File: config.mk
export PLATFORM = sky130hd
export DESIGN_NAME = sss_top
export DESIGN_NICKNAME = d
export VERILOG_FILES = /design/src/rtl/sss_pkg.sv /design/src/rtl/sss_top.sv
export SDC_FILE = /design/constraint.sdc
export NUM_CORES = 1
export LEC_CHECK = 0
export ABC_AREA = 1
export BUFFER_PORTS_ARGS = -buffer_cell sky130_fd_sc_hd__buf_4
export CAP_MARGIN = 20
export CORE_AREA = 3 3 139 141
export DETAILED_ROUTE_END_ITERATION = 6
export DIE_AREA = 0 0 142 144
export PLACE_DENSITY = 0.86
export SYNTH_ARGS = -nofsm -noshare
export SYNTH_HDL_FRONTEND = slang
export SYNTH_SLANG_ARGS = --single-unit
File: constraint.sdc
create_clock -name aclk -period 5.7 [get_ports aclk]
set_clock_uncertainty 0.2 [all_clocks]
set_input_delay 0.285 -clock aclk [delete_from_list [all_inputs] [get_ports aclk]]
set_output_delay 0.285 -clock aclk [all_outputs]
set_load 0.01 [all_outputs]
File: src/rtl/sss_pkg.sv
// Overview of operation
// - Run gate needs run, cartridge, door, supply ok
// - Run gate rise sets spindle, starts delay
// - Start delay counts seconds, saturates at eight
// - Head load needs on-speed and count eight
// - Ready flop clocked by on-cylinder, drives ready
// - Load position drops run, enables stopped counter
// - Pulses clear stopped counter; two unlocks door
// - Run gate low clears start delay counter
// - Head load removal drops ready, retracts heads
// - Heads home resets spindle motor latch
// - Index retriggers low-speed timeout; expiry drops speed
// - Head load removal fires 40 us stop strobe
// - Missing line AC for 45 ms asserts low
// - After line low, end at next sector
// - Supply fail drops run, safety relay, flags low
// - Binary type: 3-bit code, one-of-eight match
// - Selected-ready needs match, ready, no fault
// - Linear type: one-hot lines, positions 0-3
// - On-cylinder only after 6 ms settle
package sss_pkg;

    localparam int unsigned CLK_HZ         = 20_000_000;
    localparam int unsigned SLOW_TICK_S    = 1;
    localparam int unsigned LOW_SPEED_MS   = 45;
    localparam int unsigned LINE_POWER_LOW_OUT_MS      = 45;
    localparam int unsigned SETTLE_MS      = 6;
    localparam int unsigned STOP_STROBE_US = 40;

    localparam int unsigned SLOW_TICK_CYC  = SLOW_TICK_S * CLK_HZ;
    localparam int unsigned LOW_SPEED_CYC  = LOW_SPEED_MS * (CLK_HZ / 1000);
    localparam int unsigned LINE_POWER_LOW_OUT_CYC     = LINE_POWER_LOW_OUT_MS * (CLK_HZ / 1000);
    localparam int unsigned SETTLE_CYC     = SETTLE_MS * (CLK_HZ / 1000);
    localparam int unsigned STROBE_CYC     = STOP_STROBE_US * (CLK_HZ / 1_000_000);

    localparam int          TMR_W          = 25;
    localparam logic [3:0]  START_SAT      = 4'h8;
    localparam logic [1:0]  STOPPED_SAT    = 2'h2;
    localparam logic [2:0]  UNIT_RST       = 3'h0;
    localparam logic [31:0] CTRL_OFS       = 32'h0000_0000;
    localparam logic [31:0] STATUS_OFS     = 32'h0000_0004;
    localparam int          CTRL_UNIT_LSB  = 0;
    localparam int          CTRL_FCLR_BIT  = 3;
    localparam logic [1:0]  RESP_OKAY      = 2'h0;
    localparam logic [1:0]  RESP_DECERR    = 2'h3;

    typedef struct packed {
        logic run_switch;
        logic cartridge_seated;
        logic door_locked;
        logic supply_ok;
        logic line_ac_present;
        logic sector_pulse;
        logic index_pulse;
        logic heads_home;
        logic head_motion;
        logic fault_detect;
    } sss_pins_t;

    // Pin levels held at reset: supply and line AC good, heads home
    localparam sss_pins_t PINS_IDLE = 10'h064;

    typedef struct packed {
        logic drive_ready;
        logic select_ready;
        logic line_power_low_out;
        logic supply_low_out;
        logic ready_lamp;
        logic load_lamp;
        logic on_cylinder_lamp;
        logic spindle_relay;
        logic door_unlock;
        logic head_load;
        logic retract_heads;
        logic safety_relay;
    } sss_drive_t;

    typedef struct packed {
        logic [2:0] unit;
        logic       fault;
        logic [1:0] stopped_cnt;
        logic [3:0] start_cnt;
        logic       on_speed;
        logic       run_gate;
        sss_drive_t drive;
    } sss_status_t;

    // One-shot countdown: load on trigger, else run down to zero
    function automatic logic [TMR_W-1:0] tmr_step(input logic [TMR_W-1:0] cur,
                                                  input logic             trig,
                                                  input logic [TMR_W-1:0] load);
        if (trig) begin
            return load;
        end
        return (cur != '0) ? cur - 1'b1 : cur;
    endfunction

endpackage

File: src/rtl/sss_top.sv
`timescale 1ns/1ps
module sss_top #(
    parameter int unsigned SLOW_CYCLES  = sss_pkg::SLOW_TICK_CYC,
    parameter int unsigned LOW_CYCLES   = sss_pkg::LOW_SPEED_CYC,
    parameter int unsigned AC_CYCLES    = sss_pkg::LINE_POWER_LOW_OUT_CYC,
    parameter int unsigned SETTLE_CYCLES = sss_pkg::SETTLE_CYC
) (
    input  wire logic               aclk,
    input  wire logic               aresetn,
    input  wire sss_pkg::sss_pins_t pins,
    input  wire logic               binary_select_type_n,
    input  wire logic [3:0]         unit_select_line_n,
    output sss_pkg::sss_drive_t     drive,
    input  wire logic [31:0]        awaddr,
    input  wire logic               awvalid,
    output logic                    awready,
    input  wire logic [31:0]        wdata,
    input  wire logic [3:0]         wstrb,
    input  wire logic               wvalid,
    output logic                    wready,
    output logic [1:0]              bresp,
    output logic                    bvalid,
    input  wire logic               bready,
    input  wire logic [31:0]        araddr,
    input  wire logic               arvalid,
    output logic                    arready,
    output logic [31:0]             rdata,
    output logic [1:0]              rresp,
    output logic                    rvalid,
    input  wire logic               rready
);
    import sss_pkg::*;

    localparam logic [TMR_W-1:0] SLOW_LD   = TMR_W'(SLOW_CYCLES - 1);
    localparam logic [TMR_W-1:0] LOW_LD    = TMR_W'(LOW_CYCLES);
    localparam logic [TMR_W-1:0] AC_LD     = TMR_W'(AC_CYCLES);
    localparam logic [TMR_W-1:0] SETTLE_LD = TMR_W'(SETTLE_CYCLES);
    localparam logic [TMR_W-1:0] STROBE_LD = TMR_W'(STROBE_CYC);
    localparam logic [TMR_W-1:0] TMR_ONE   = TMR_W'(1);

    sss_pins_t        pins_m_reg;
    sss_pins_t        pins_s_reg;
    sss_pins_t        pins_d_reg;
    logic             sec_rise;
    logic             idx_rise;
    logic             home_rise;
    logic             motion_fall;
    logic [TMR_W-1:0] tick_cnt_reg;
    logic             tick_reg;
    logic             run_gate_reg;
    logic             spindle_reg;
    logic [3:0]       start_cnt_reg;
    logic [TMR_W-1:0] low_tmr_reg;
    logic [TMR_W-1:0] low_tmr_next;
    logic             on_speed_reg;
    logic [TMR_W-1:0] ac_tmr_reg;
    logic             line_power_low_out_reg;
    logic             ac_stop_reg;
    logic             head_load_reg;
    logic [TMR_W-1:0] strobe_tmr_reg;
    logic [TMR_W-1:0] settle_tmr_reg;
    logic             on_cylinder_lamp_reg;
    logic             ready_reg;
    logic [1:0]       stopped_cnt_reg;
    logic             door_unlock_reg;
    logic [2:0]       unit_reg;
    logic             fault_reg;
    logic             fault_clr;
    logic             unit_match;
    logic             sel_ready_reg;
    logic [31:0]      aw_addr_reg;
    logic [31:0]      w_data_reg;
    logic [3:0]       w_strb_reg;
    sss_status_t      status;

    // Input synchronisers, plus one stage for edge detection
    always_ff @(posedge aclk) begin
        if (!aresetn) begin
            pins_m_reg <= PINS_IDLE;
            pins_s_reg <= PINS_IDLE;
            pins_d_reg <= PINS_IDLE;
        end else begin
            pins_m_reg <= pins;
            pins_s_reg <= pins_m_reg;
            pins_d_reg <= pins_s_reg;
        end
    end

    assign sec_rise    = pins_s_reg.sector_pulse & ~pins_d_reg.sector_pulse;
    assign idx_rise    = pins_s_reg.index_pulse & ~pins_d_reg.index_pulse;
    assign home_rise   = pins_s_reg.heads_home & ~pins_d_reg.heads_home;
    assign motion_fall = ~pins_s_reg.head_motion & pins_d_reg.head_motion;

    // Slow clock: one-cycle tick per second
    always_ff @(posedge aclk) begin
        if (!aresetn) begin
            tick_cnt_reg <= '0;
            tick_reg     <= 1'b0;
        end else begin
            tick_reg     <= (tick_cnt_reg == SLOW_LD);
            tick_cnt_reg <= (tick_cnt_reg == SLOW_LD) ? '0 : tick_cnt_reg + 1'b1;
        end
    end

    // Interlocks; supply fail drops the gate at once
    always_ff @(posedge aclk) begin
        if (!aresetn) begin
            run_gate_reg <= 1'b0;
        end else begin
            run_gate_reg <= pins_s_reg.run_switch & pins_s_reg.cartridge_seated
                          & pins_s_reg.door_locked & pins_s_reg.supply_ok;
        end
    end

    always_ff @(posedge aclk) begin
        if (!aresetn) begin
            spindle_reg <= 1'b0;
        end else if (home_rise) begin
            spindle_reg <= 1'b0;
        end else if (pins_s_reg.run_switch & pins_s_reg.cartridge_seated
                     & pins_s_reg.door_locked & pins_s_reg.supply_ok & ~run_gate_reg) begin
            spindle_reg <= 1'b1;
        end
    end

    // Start delay counter
    always_ff @(posedge aclk) begin
        if (!aresetn) begin
            start_cnt_reg <= '0;
        end else if (!run_gate_reg || strobe_tmr_reg != '0) begin
            start_cnt_reg <= '0;
        end else if (tick_reg && start_cnt_reg != START_SAT) begin
            start_cnt_reg <= start_cnt_reg + 1'b1;
        end
    end

    // Low-speed timeout; line-power stop ends it at a sector
    always_comb begin
        if (ac_stop_reg || (line_power_low_out_reg && sec_rise)) begin
            low_tmr_next = '0;
        end else begin
            low_tmr_next = tmr_step(low_tmr_reg, idx_rise, LOW_LD);
        end
    end

    always_ff @(posedge aclk) begin
        if (!aresetn) begin
            low_tmr_reg  <= '0;
            on_speed_reg <= 1'b0;
        end else begin
            low_tmr_reg  <= low_tmr_next;
            on_speed_reg <= (low_tmr_next != '0);
        end
    end

    // Line power detect
    always_ff @(posedge aclk) begin
        if (!aresetn) begin
            ac_tmr_reg  <= AC_LD;
            line_power_low_out_reg  <= 1'b0;
            ac_stop_reg <= 1'b0;
        end else begin
            ac_tmr_reg  <= tmr_step(ac_tmr_reg, pins_s_reg.line_ac_present, AC_LD);
            line_power_low_out_reg  <= (ac_tmr_reg == '0) && !pins_s_reg.line_ac_present;
            if (pins_s_reg.line_ac_present) begin
                ac_stop_reg <= 1'b0;
            end else if (line_power_low_out_reg && sec_rise) begin
                ac_stop_reg <= 1'b1;
            end
        end
    end

    // Head load and stop strobe
    always_ff @(posedge aclk) begin
        if (!aresetn) begin
            head_load_reg  <= 1'b0;
            strobe_tmr_reg <= '0;
        end else begin
            head_load_reg  <= on_speed_reg && (start_cnt_reg == START_SAT);
            strobe_tmr_reg <= tmr_step(strobe_tmr_reg,
                                       head_load_reg && !(on_speed_reg && (start_cnt_reg == START_SAT)),
                                       STROBE_LD);
        end
    end

    // Positioner settle, then on-cylinder
    always_ff @(posedge aclk) begin
        if (!aresetn) begin
            settle_tmr_reg <= '0;
            on_cylinder_lamp_reg     <= 1'b0;
        end else begin
            settle_tmr_reg <= pins_s_reg.head_motion ? '0
                              : tmr_step(settle_tmr_reg, motion_fall, SETTLE_LD);
            if (pins_s_reg.head_motion) begin
                on_cylinder_lamp_reg <= 1'b0;
            end else if (settle_tmr_reg == TMR_ONE) begin
                on_cylinder_lamp_reg <= 1'b1;
            end
        end
    end

    // Ready flop: data is head load, clock is on-cylinder rising
    always_ff @(posedge aclk) begin
        if (!aresetn) begin
            ready_reg <= 1'b0;
        end else if (!head_load_reg) begin
            ready_reg <= 1'b0;
        end else if (!pins_s_reg.head_motion && settle_tmr_reg == TMR_ONE && !on_cylinder_lamp_reg) begin
            ready_reg <= 1'b1;
        end
    end

    // Disk stopped counter and door unlock
    always_ff @(posedge aclk) begin
        if (!aresetn) begin
            stopped_cnt_reg <= '0;
            door_unlock_reg <= 1'b0;
        end else begin
            if (pins_s_reg.run_switch || sec_rise || idx_rise) begin
                stopped_cnt_reg <= '0;
            end else if (tick_reg && stopped_cnt_reg != STOPPED_SAT) begin
                stopped_cnt_reg <= stopped_cnt_reg + 1'b1;
            end
            door_unlock_reg <= !pins_s_reg.run_switch && (stopped_cnt_reg == STOPPED_SAT);
        end
    end

    // Fault latch: a new fault wins over a clear
    always_ff @(posedge aclk) begin
        if (!aresetn) begin
            fault_reg <= 1'b0;
        end else if (pins_s_reg.fault_detect) begin
            fault_reg <= 1'b1;
        end else if (fault_clr) begin
            fault_reg <= 1'b0;
        end
    end

    // Unit decode for both controller types
    always_comb begin
        if (!binary_select_type_n) begin
            unit_match = (~unit_select_line_n[2:0] == unit_reg);
        end else begin
            unit_match = !unit_reg[2] && !unit_select_line_n[unit_reg[1:0]];
        end
    end

    always_ff @(posedge aclk) begin
        if (!aresetn) begin
            sel_ready_reg <= 1'b0;
        end else begin
            sel_ready_reg <= unit_match && ready_reg && !fault_reg;
        end
    end

    // Output register
    always_ff @(posedge aclk) begin
        if (!aresetn) begin
            drive <= '0;
        end else begin
            drive.drive_ready        <= ready_reg;
            drive.ready_lamp         <= ready_reg;
            drive.select_ready       <= sel_ready_reg;
            drive.line_power_low_out <= line_power_low_out_reg;
            drive.supply_low_out     <= !pins_s_reg.supply_ok;
            drive.safety_relay       <= pins_s_reg.supply_ok;
            drive.load_lamp          <= door_unlock_reg;
            drive.door_unlock        <= door_unlock_reg;
            drive.on_cylinder_lamp   <= on_cylinder_lamp_reg;
            drive.spindle_relay      <= spindle_reg;
            drive.head_load          <= head_load_reg;
            drive.retract_heads      <= !head_load_reg;
        end
    end

    assign status = '{unit: unit_reg, fault: fault_reg, stopped_cnt: stopped_cnt_reg,
                      start_cnt: start_cnt_reg, on_speed: on_speed_reg,
                      run_gate: run_gate_reg, drive: drive};

    // AXI4-Lite write side
    always_ff @(posedge aclk) begin
        if (!aresetn) begin
            awready     <= 1'b1;
            wready      <= 1'b1;
            bvalid      <= 1'b0;
            bresp       <= RESP_OKAY;
            aw_addr_reg <= '0;
            w_data_reg  <= '0;
            w_strb_reg  <= '0;
            unit_reg    <= UNIT_RST;
            fault_clr   <= 1'b0;
        end else begin
            fault_clr <= 1'b0;
            if (awvalid && awready) begin
                aw_addr_reg <= awaddr;
                awready     <= 1'b0;
            end
            if (wvalid && wready) begin
                w_data_reg <= wdata;
                w_strb_reg <= wstrb;
                wready     <= 1'b0;
            end
            if (!awready && !wready && !bvalid) begin
                bvalid <= 1'b1;
                bresp  <= RESP_OKAY;
                if ({aw_addr_reg[31:2], 2'b00} == CTRL_OFS) begin
                    if (w_strb_reg[0]) begin
                        unit_reg  <= w_data_reg[CTRL_UNIT_LSB +: 3];
                        fault_clr <= w_data_reg[CTRL_FCLR_BIT];
                    end
                end else if ({aw_addr_reg[31:2], 2'b00} != STATUS_OFS) begin
                    bresp <= RESP_DECERR;
                end
            end
            if (bvalid && bready) begin
                bvalid  <= 1'b0;
                awready <= 1'b1;
                wready  <= 1'b1;
            end
        end
    end

    // AXI4-Lite read side
    always_ff @(posedge aclk) begin
        if (!aresetn) begin
            arready <= 1'b1;
            rvalid  <= 1'b0;
            rdata   <= '0;
            rresp   <= RESP_OKAY;
        end else if (arvalid && arready) begin
            arready <= 1'b0;
            rvalid  <= 1'b1;
            rresp   <= RESP_OKAY;
            rdata   <= '0;
            if ({araddr[31:2], 2'b00} == CTRL_OFS) begin
                rdata <= {28'h0000000, 1'b0, unit_reg};
            end else if ({araddr[31:2], 2'b00} == STATUS_OFS) begin
                rdata <= 32'(status);
            end else begin
                rresp <= RESP_DECERR;
            end
        end else if (rvalid && rready) begin
            rvalid  <= 1'b0;
            arready <= 1'b1;
        end
    end
endmodule

==> impl_metrics.tcl, run 1 <==
set metrics [dict create \
    status "complete, but fails checks" \
    violations "DRC" \
    final_layout_size_suffix_gt1_frac 0.135 \
    nets 1866 \
    cp-start-kind "input pin" \
    async_reset_ff_frac 0 \
    cts_tree "built" \
    period_share 0.634 \
    vias_per_cell 5.44 \
    rows 49 \
    core-area_um2 18100 \
    cp_max_fo 4 \
    dr.first_iter.drc_count 833 \
    endpoint_kind "flip-flop" \
    timing_hold_violations_final 0 \
    clk_latency_ps 530 \
    die_x_um 142 \
    required_ps 5950 \
    busiest_layer "met2" \
    layout_min_cycle_time_ps 3610 \
    drc 4 \
    drv_cap 0 \
    syn_area_per_cell_um2 7.06 \
    rsz0062_at_grt "false" \
    ir_worst_vdd_uv 258 \
    timing.setup.tns_ps 0 \
    largest_reg_flops 30 \
    maxSlewViolCount 0 \
    yosysWarningCount 0 \
    synth_edf_count 0 \
    grt_pass1_wl_mm 47.5 \
    max_slew_margin 0.292 \
    clockBufferDepth 3 \
    die_h_um 144 \
    synth_area_um2 11000 \
    areaGrowthSynthToFinish_pct 22.4 \
    critPathKind "input pin to flip-flop" \
    hold_ws_ps 111 \
    synthFlopType "dfxtp_1" \
    wl_mm 28.9 \
    crit_start "araddr[8]" \
    arrival_ps 3860 \
    fp.dieArea_um2 20400 \
    setup_viol 0 \
    rrSetupSlack_ps 2990 \
    max_freq_mhz 277 \
    antenna_cells 0 \
    pwr_density_cell_nw_per_um2 444 \
    reg2reg_depth 15 \
    r2r-end "on_speed_reg$_SDFF_PN0_" \
    antenna_found_initial 0 \
    first_pass_iters 7 \
    num_vias 10800 \
    grt_util_met1 0.327 \
    synth_cell_types 51 \
    final_cell_mix "nand2_1, nor2_1, dfxtp_1, inv_1, buf_4" \
    power_leakage_nw 6.19 \
    numPortBuffers 131 \
    cts_num_sinks 245 \
    hp-class "input pin to flip-flop" \
    tightestPinTransition_ps 1060 \
    r2r-start "low_tmr_reg[0]$_SDFF_PN0_" \
    dp_hpwl_mm 18.2 \
    start_util 0.608 \
    synth_seq_area_share 0.446 \
    ys_ff_latch 245 \
    dpl_worst_slack_ps 3010 \
    numCtsBuffers 25 \
    grt_pass1_vias 10300 \
    synth_cells 1558 \
    wire_per_inst_um 14.6 \
    grt_overflow 0 \
    place.gp.congestion 0.952 \
    grt_max_degree 69 \
    crit_end "rdata[2]$_SDFFE_PN0P_" \
    root_buffer "clkbuf_16" \
    antenna_left 0 \
    h-tree-depth 1 \
    grt_usage 0.277 \
    final_common_cell "nand2_1" \
    boundaryPins 175 \
    setup_slack_ps 2090 \
    grt_use_met3 0.0443 \
    met2_usage 0.497 \
    cts_resized 0 \
    cts.clk_slew.worst_paths_ps 60 \
    fin_total_pwr_mw 5.98 \
]
critical path, cell delays in order:
cell and delay, ps:
dlygate4sd3_1 530, buf_4 130, nor4_2 160, dlygate4sd3_1 590, nand4_1 60, dlygate4sd3_1 570
nor2_2 170, dlygate4sd3_1 600, nand4_1 70, dlygate4sd3_1 560, a21oi_1 130
how the worst min path moves through the flow:
stage	startpoint	to	cells after the start
final	araddr[31]	rdata[0]$_SDFFE_PN0P_	8
after global routing	wvalid	w_data_reg[1]$_SDFFE_PN0P_	4
after global placement	pins_m_reg[6]$_SDFF_PN1_	pins_s_reg[6]$_SDFF_PN1_	1
after CTS	wvalid	w_data_reg[1]$_SDFFE_PN0P_	4
after floorplan	pins[0]	pins_m_reg[0]$_SDFF_PN0_	2
after detailed placement	pins_m_reg[5]$_SDFF_PN1_	pins_s_reg[5]$_SDFF_PN1_	1
through the flow:
step,area (um2),std cells,util
final,13500,1979,0.745
after CTS,13500,1978,0.744
after global routing,13500,1979,0.745
after detailed placement,12100,1880,0.667
after global placement,12100,1880,0.667
after floorplan,11000,1565,-
cell type report:
class	instances	area, um2
inverter	184	691
timing repair buffer	192	1580
fill	1293	4620
clock inverter	9	110
sequential	245	4900
clock buffer	33	716
tap	229	287
multi-input combinational	1087	5180
per-layer routing:
| metal | vias to the layer above | share of wire |
|---|---|---|
| met5 | - | 0 |
| met4 | 0 | 0.042 |
| met3 | 103 | 0.064 |
| met2 | 420 | 0.50 |
| met1 | 4913 | 0.40 |
| li1 | 5327 | - |
kinds of logic (layout without fill, tap and decap cells):
logic type / Yosys count / after routing / synth area share
other: 1 / 8 / 0.000341
buffers and inverters: 233 / 418 / 0.0859
AOI/OAI and AO/OA: 195 / 195 / 0.0960
adders and majority gates: 9 / 9 / 0.0102
xor gates and xnor gates: 34 / 34 / 0.0271
DFF: 245 / 245 / 0.446
and+or+nand+nor: 841 / 841 / 0.335
synthesized netlist by cell type (3+ instances only):
library cell	instances	area share
buf_1	4	0.0014
a31oi_1	5	0.0028
xor2_1	25	0.020
ha_1	9	0.010
or2_2	12	0.0068
o21ai_0	73	0.033
buf_4	15	0.010
nor2_1	306	0.10
nand2_2	7	0.0040
dfxtp_1	245	0.45
nand4_1	26	0.015
a311oi_1	3	0.0024
nor2_4	4	0.0041
nand3b_1	4	0.0027
nand2_1	317	0.11
nand3_1	79	0.036
buf_2	5	0.0023
o31ai_1	3	0.0020
nor3b_1	3	0.0020
clkbuf_1	24	0.0082
inv_1	175	0.060
nor3_1	25	0.011
nor3_2	4	0.0036
a21oi_1	90	0.041
nor2_2	17	0.0097
nand3_2	3	0.0027
inv_2	7	0.0024
xnor2_1	9	0.0072
o21a_1	3	0.0020
nor4_1	22	0.013
a211oi_1	10	0.0068
where the power goes:
part | switching (mW) | leakage (nW) | internal [mW]
clock | 0.679 | 0.411 | 0.973
combinational | 1.40 | 3.78 | 0.757
sequential | 0.218 | 2.00 | 1.95
timing repair:
action / CTS / global route
hold buffers: 56 / 0
setup buffers: 0 / 0
setup endpoints to repair: 0 / 0
endpoints found under the hold margin: 52 / 0
(Power assumes the default switching activity.)
==> inputs of run 2 (changes only) <==
- ABC_AREA: 1 -> 0
- CORE_AREA: 3 3 139 141 -> 3 3 145 147
- DIE_AREA: 0 0 142 144 -> 0 0 148 150
- PLACE_DENSITY: 0.86 -> 0.78
- clock period: 5.7 -> 3.21 ns (I/O delays scaled with it)
==> run 2 against run 1 <==
The run now ends clean. Highest routed layer unchanged. Clock power is 70% higher. Global-route usage is 5.7 points lower. Total power is 60% higher. Register-to-register slack worse by 2700 ps. First-iteration DRC count is 34% lower. Critical path depth is 2 lower. Final area is 5.3% lower. Sequential power is 75% higher. Non-clock buffer count is 14 higher. Core utilization is 11 points lower. Wire length is 14% lower.
==> impl_metrics.tcl, run 2 <==
set metrics [dict create \
    status "completed" \
    antenna_found_initial 0 \
    vias_per_cell 5.42 \
    fin_util 0.636 \
    first_pass_iters 6 \
    syn_area_per_cell_um2 8.85 \
    synth_area_um2 10100 \
    drv_cap 0 \
    synthTopCellsByArea "dfxtp_1, nor2_1, xnor2_1" \
    synth_seq_area_share 0.484 \
    synthFlopType "dfxtp_1" \
    die_x_um 148 \
    place.gp.congestion 0.889 \
    wire_per_inst_um 15.3 \
    critPathKind "flip-flop to flip-flop" \
    hp-class "input pin to flip-flop" \
    r2r-end "on_speed_reg$_SDFF_PN0_" \
    required_ps 3370 \
    numPortBuffers 131 \
    cts_tree "built" \
    synth_most_common_cell "dfxtp_1" \
    rsz0062_at_grt "false" \
    reg2reg_depth 9 \
    async_reset_ff_frac 0 \
    grt_overflow 0 \
    cts_num_sinks 245 \
    grt_pass1_wl_mm 41.1 \
    die_h_um 150 \
    clockBufferDepth 3 \
    synth_cell_types 67 \
    yosysTopAreaCell "dfxtp_1" \
    grt_pass1_vias 8605 \
    layout_min_cycle_time_ps 2930 \
    power_leakage_nw 5.09 \
    final_layout_size_suffix_gt1_frac 0.152 \
    h-tree-depth 1 \
    pwr_density_cell_nw_per_um2 752 \
    max_freq_mhz 342 \
    final_cell_mix "dfxtp_1, nor2_1, buf_4, nand2_1, a21oi_1" \
    arrival_ps 3090 \
    boundaryPins 175 \
    rows 52 \
    r2r-start "low_tmr_reg[0]$_SDFF_PN0_" \
    drc 0 \
    areaGrowthSynthToFinish_pct 25.7 \
    ys_ff_latch 245 \
    timing.setup.tns_ps 0 \
    dp_hpwl_mm 15.6 \
    dr.first_iter.drc_count 551 \
    rrSetupSlack_ps 280 \
    start_util 0.506 \
    maxSlewViolCount 0 \
    clk_latency_ps 520 \
    cp_max_fo 7 \
    fp.dieArea_um2 22200 \
    grt_usage 0.220 \
    cts.clk_slew.worst_paths_ps 60 \
    antenna_cells 0 \
    cp-start-kind "flip-flop" \
    final_common_cell "dfxtp_1" \
    setup_viol 0 \
    num_vias 8756 \
    tightestPinTransition_ps 1030 \
    synth_edf_count 0 \
    timing_hold_violations_final 0 \
    whs_path_depth 6 \
    period_share 0.911 \
    min_from "araddr[6]" \
    root_buffer "clkbuf_16" \
    wl_mm 24.7 \
    grt_max_degree 79 \
    core-area_um2 20000 \
    numCtsBuffers 26 \
    holdPathEnd "rdata[0]$_SDFFE_PN0P_" \
    synth_common_cells "dfxtp_1, nor2_1, nand2_1, a21oi_1, xnor2_1" \
    antenna_left 0 \
    synth_cells 1145 \
    nets 1462 \
    yosysWarningCount 0 \
    synth_top_cell_area_share 0.484 \
    max_slew_margin 0.310 \
    largest_reg_flops 30 \
    ir_worst_vdd_uv 423 \
    endpoint_kind "flip-flop" \
]
==> run 2: changes by cell type after synthesis, sizes merged, moves of 15 or more <==
cell    previous run  this run
or4                0        17
xnor2              9        53
nand2            325       121
nand2b             0        15
a22oi              0        19
inv              182        29
o21ai             74        17
nor2             328       158
nand3             83        32
xor2              25        47
and2               0        33
==> run 2: how the worst max path moves through the flow <==
stage | from | end | slack (ps) | cells past startpoint
finish | low_tmr_reg[0]$_SDFF_PN0_ | on_speed_reg$_SDFF_PN0_ | 280 | 9
detailed placement | low_tmr_reg[0]$_SDFF_PN0_ | on_speed_reg$_SDFF_PN0_ | 310 | 9
global route | low_tmr_reg[0]$_SDFF_PN0_ | on_speed_reg$_SDFF_PN0_ | 20 | 9
CTS | low_tmr_reg[0]$_SDFF_PN0_ | on_speed_reg$_SDFF_PN0_ | 280 | 9
floorplan | ac_tmr_reg[3]$_SDFFE_PN0N_ | ac_tmr_reg[15]$_SDFFE_PN1N_ | 650 | 8
global placement | low_tmr_reg[0]$_SDFF_PN0_ | on_speed_reg$_SDFF_PN0_ | 370 | 9
==> run 2: cell families (layout without fill, tap and decap cells) <==
family                     Yosys count  after routing  share of synthesized area
AOI/OAI and AO/OA                  156            156                     0.0942
xor gates and xnor gates           100            100                     0.0864
adders and majority gates            9              9                     0.0111
buffers and inverters               84            278                     0.0370
DFF                                245            245                      0.484
muxes                               11             11                     0.0121
other                                1              8                   0.000370
and+or+nand+nor                    539            539                      0.275
==> run 2: metrics by stage <==
| step | setup slack (ps) | power, mW | instance area, um2 | hold WS, ps | instances |
|---|---|---|---|---|---|
| after global routing | 20.8 | 10.2 | 12700 | 86.6 | 1616 |
| after CTS | 283 | 9.59 | 12700 | 2.46 | 1616 |
| after detailed placement | 306 | 6.68 | 11300 | 146 | 1509 |
| after floorplan | 648 | 6.07 | 10200 | 60.9 | 1152 |
| final | 284 | 9.58 | 12700 | 30.6 | 1616 |
| after global placement | 372 | 6.60 | 11300 | 145 | 1509 |
==> run 2: layout make-up <==
cell class,instances,area (um2)
fill,1579,7290
sequential,245,4900
multi-input combinational,823,4890
timing repair buffer,206,1710
clock buffer,36,729
tap,270,338
inverter,29,109
clock inverter,7,71.3
==> run 2: report_power, final <==
part           internal, mW  switching [mW]
sequential             3.43           0.371
combinational          1.31            1.66
clock                  1.66            1.16
==> run 2: repair_timing <==
item / in CTS / in global routing
resized for setup: 0 / 2
hold buffers: 64 / 0
setup buffers: 0 / 0
endpoints found under the hold margin: 69 / 0
endpoints found under the setup margin: 0 / 1
==> run 2: critical path: stages (launching register included) <==
cell,delay [ps]
dfxtp_1,370
inv_1,100
ha_1,240
or3b_2,500
nor3_1,330
and4b_1,310
nor4b_1,260
o211ai_1,170
a31oi_1,210
a31oi_1,100
==> run 2: layer usage <==
metal / GRT usage / part of all wire / vias to the layer above / wire (um)
met5: 0 / 0 / - / 0
met4: 0.0859 / 0.036 / 0 / 889
met3: 0.0330 / 0.051 / 80 / 1260
met2: 0.384 / 0.49 / 272 / 12000
met1: 0.275 / 0.43 / 4102 / 10600
li1: - / - / 4302 / -
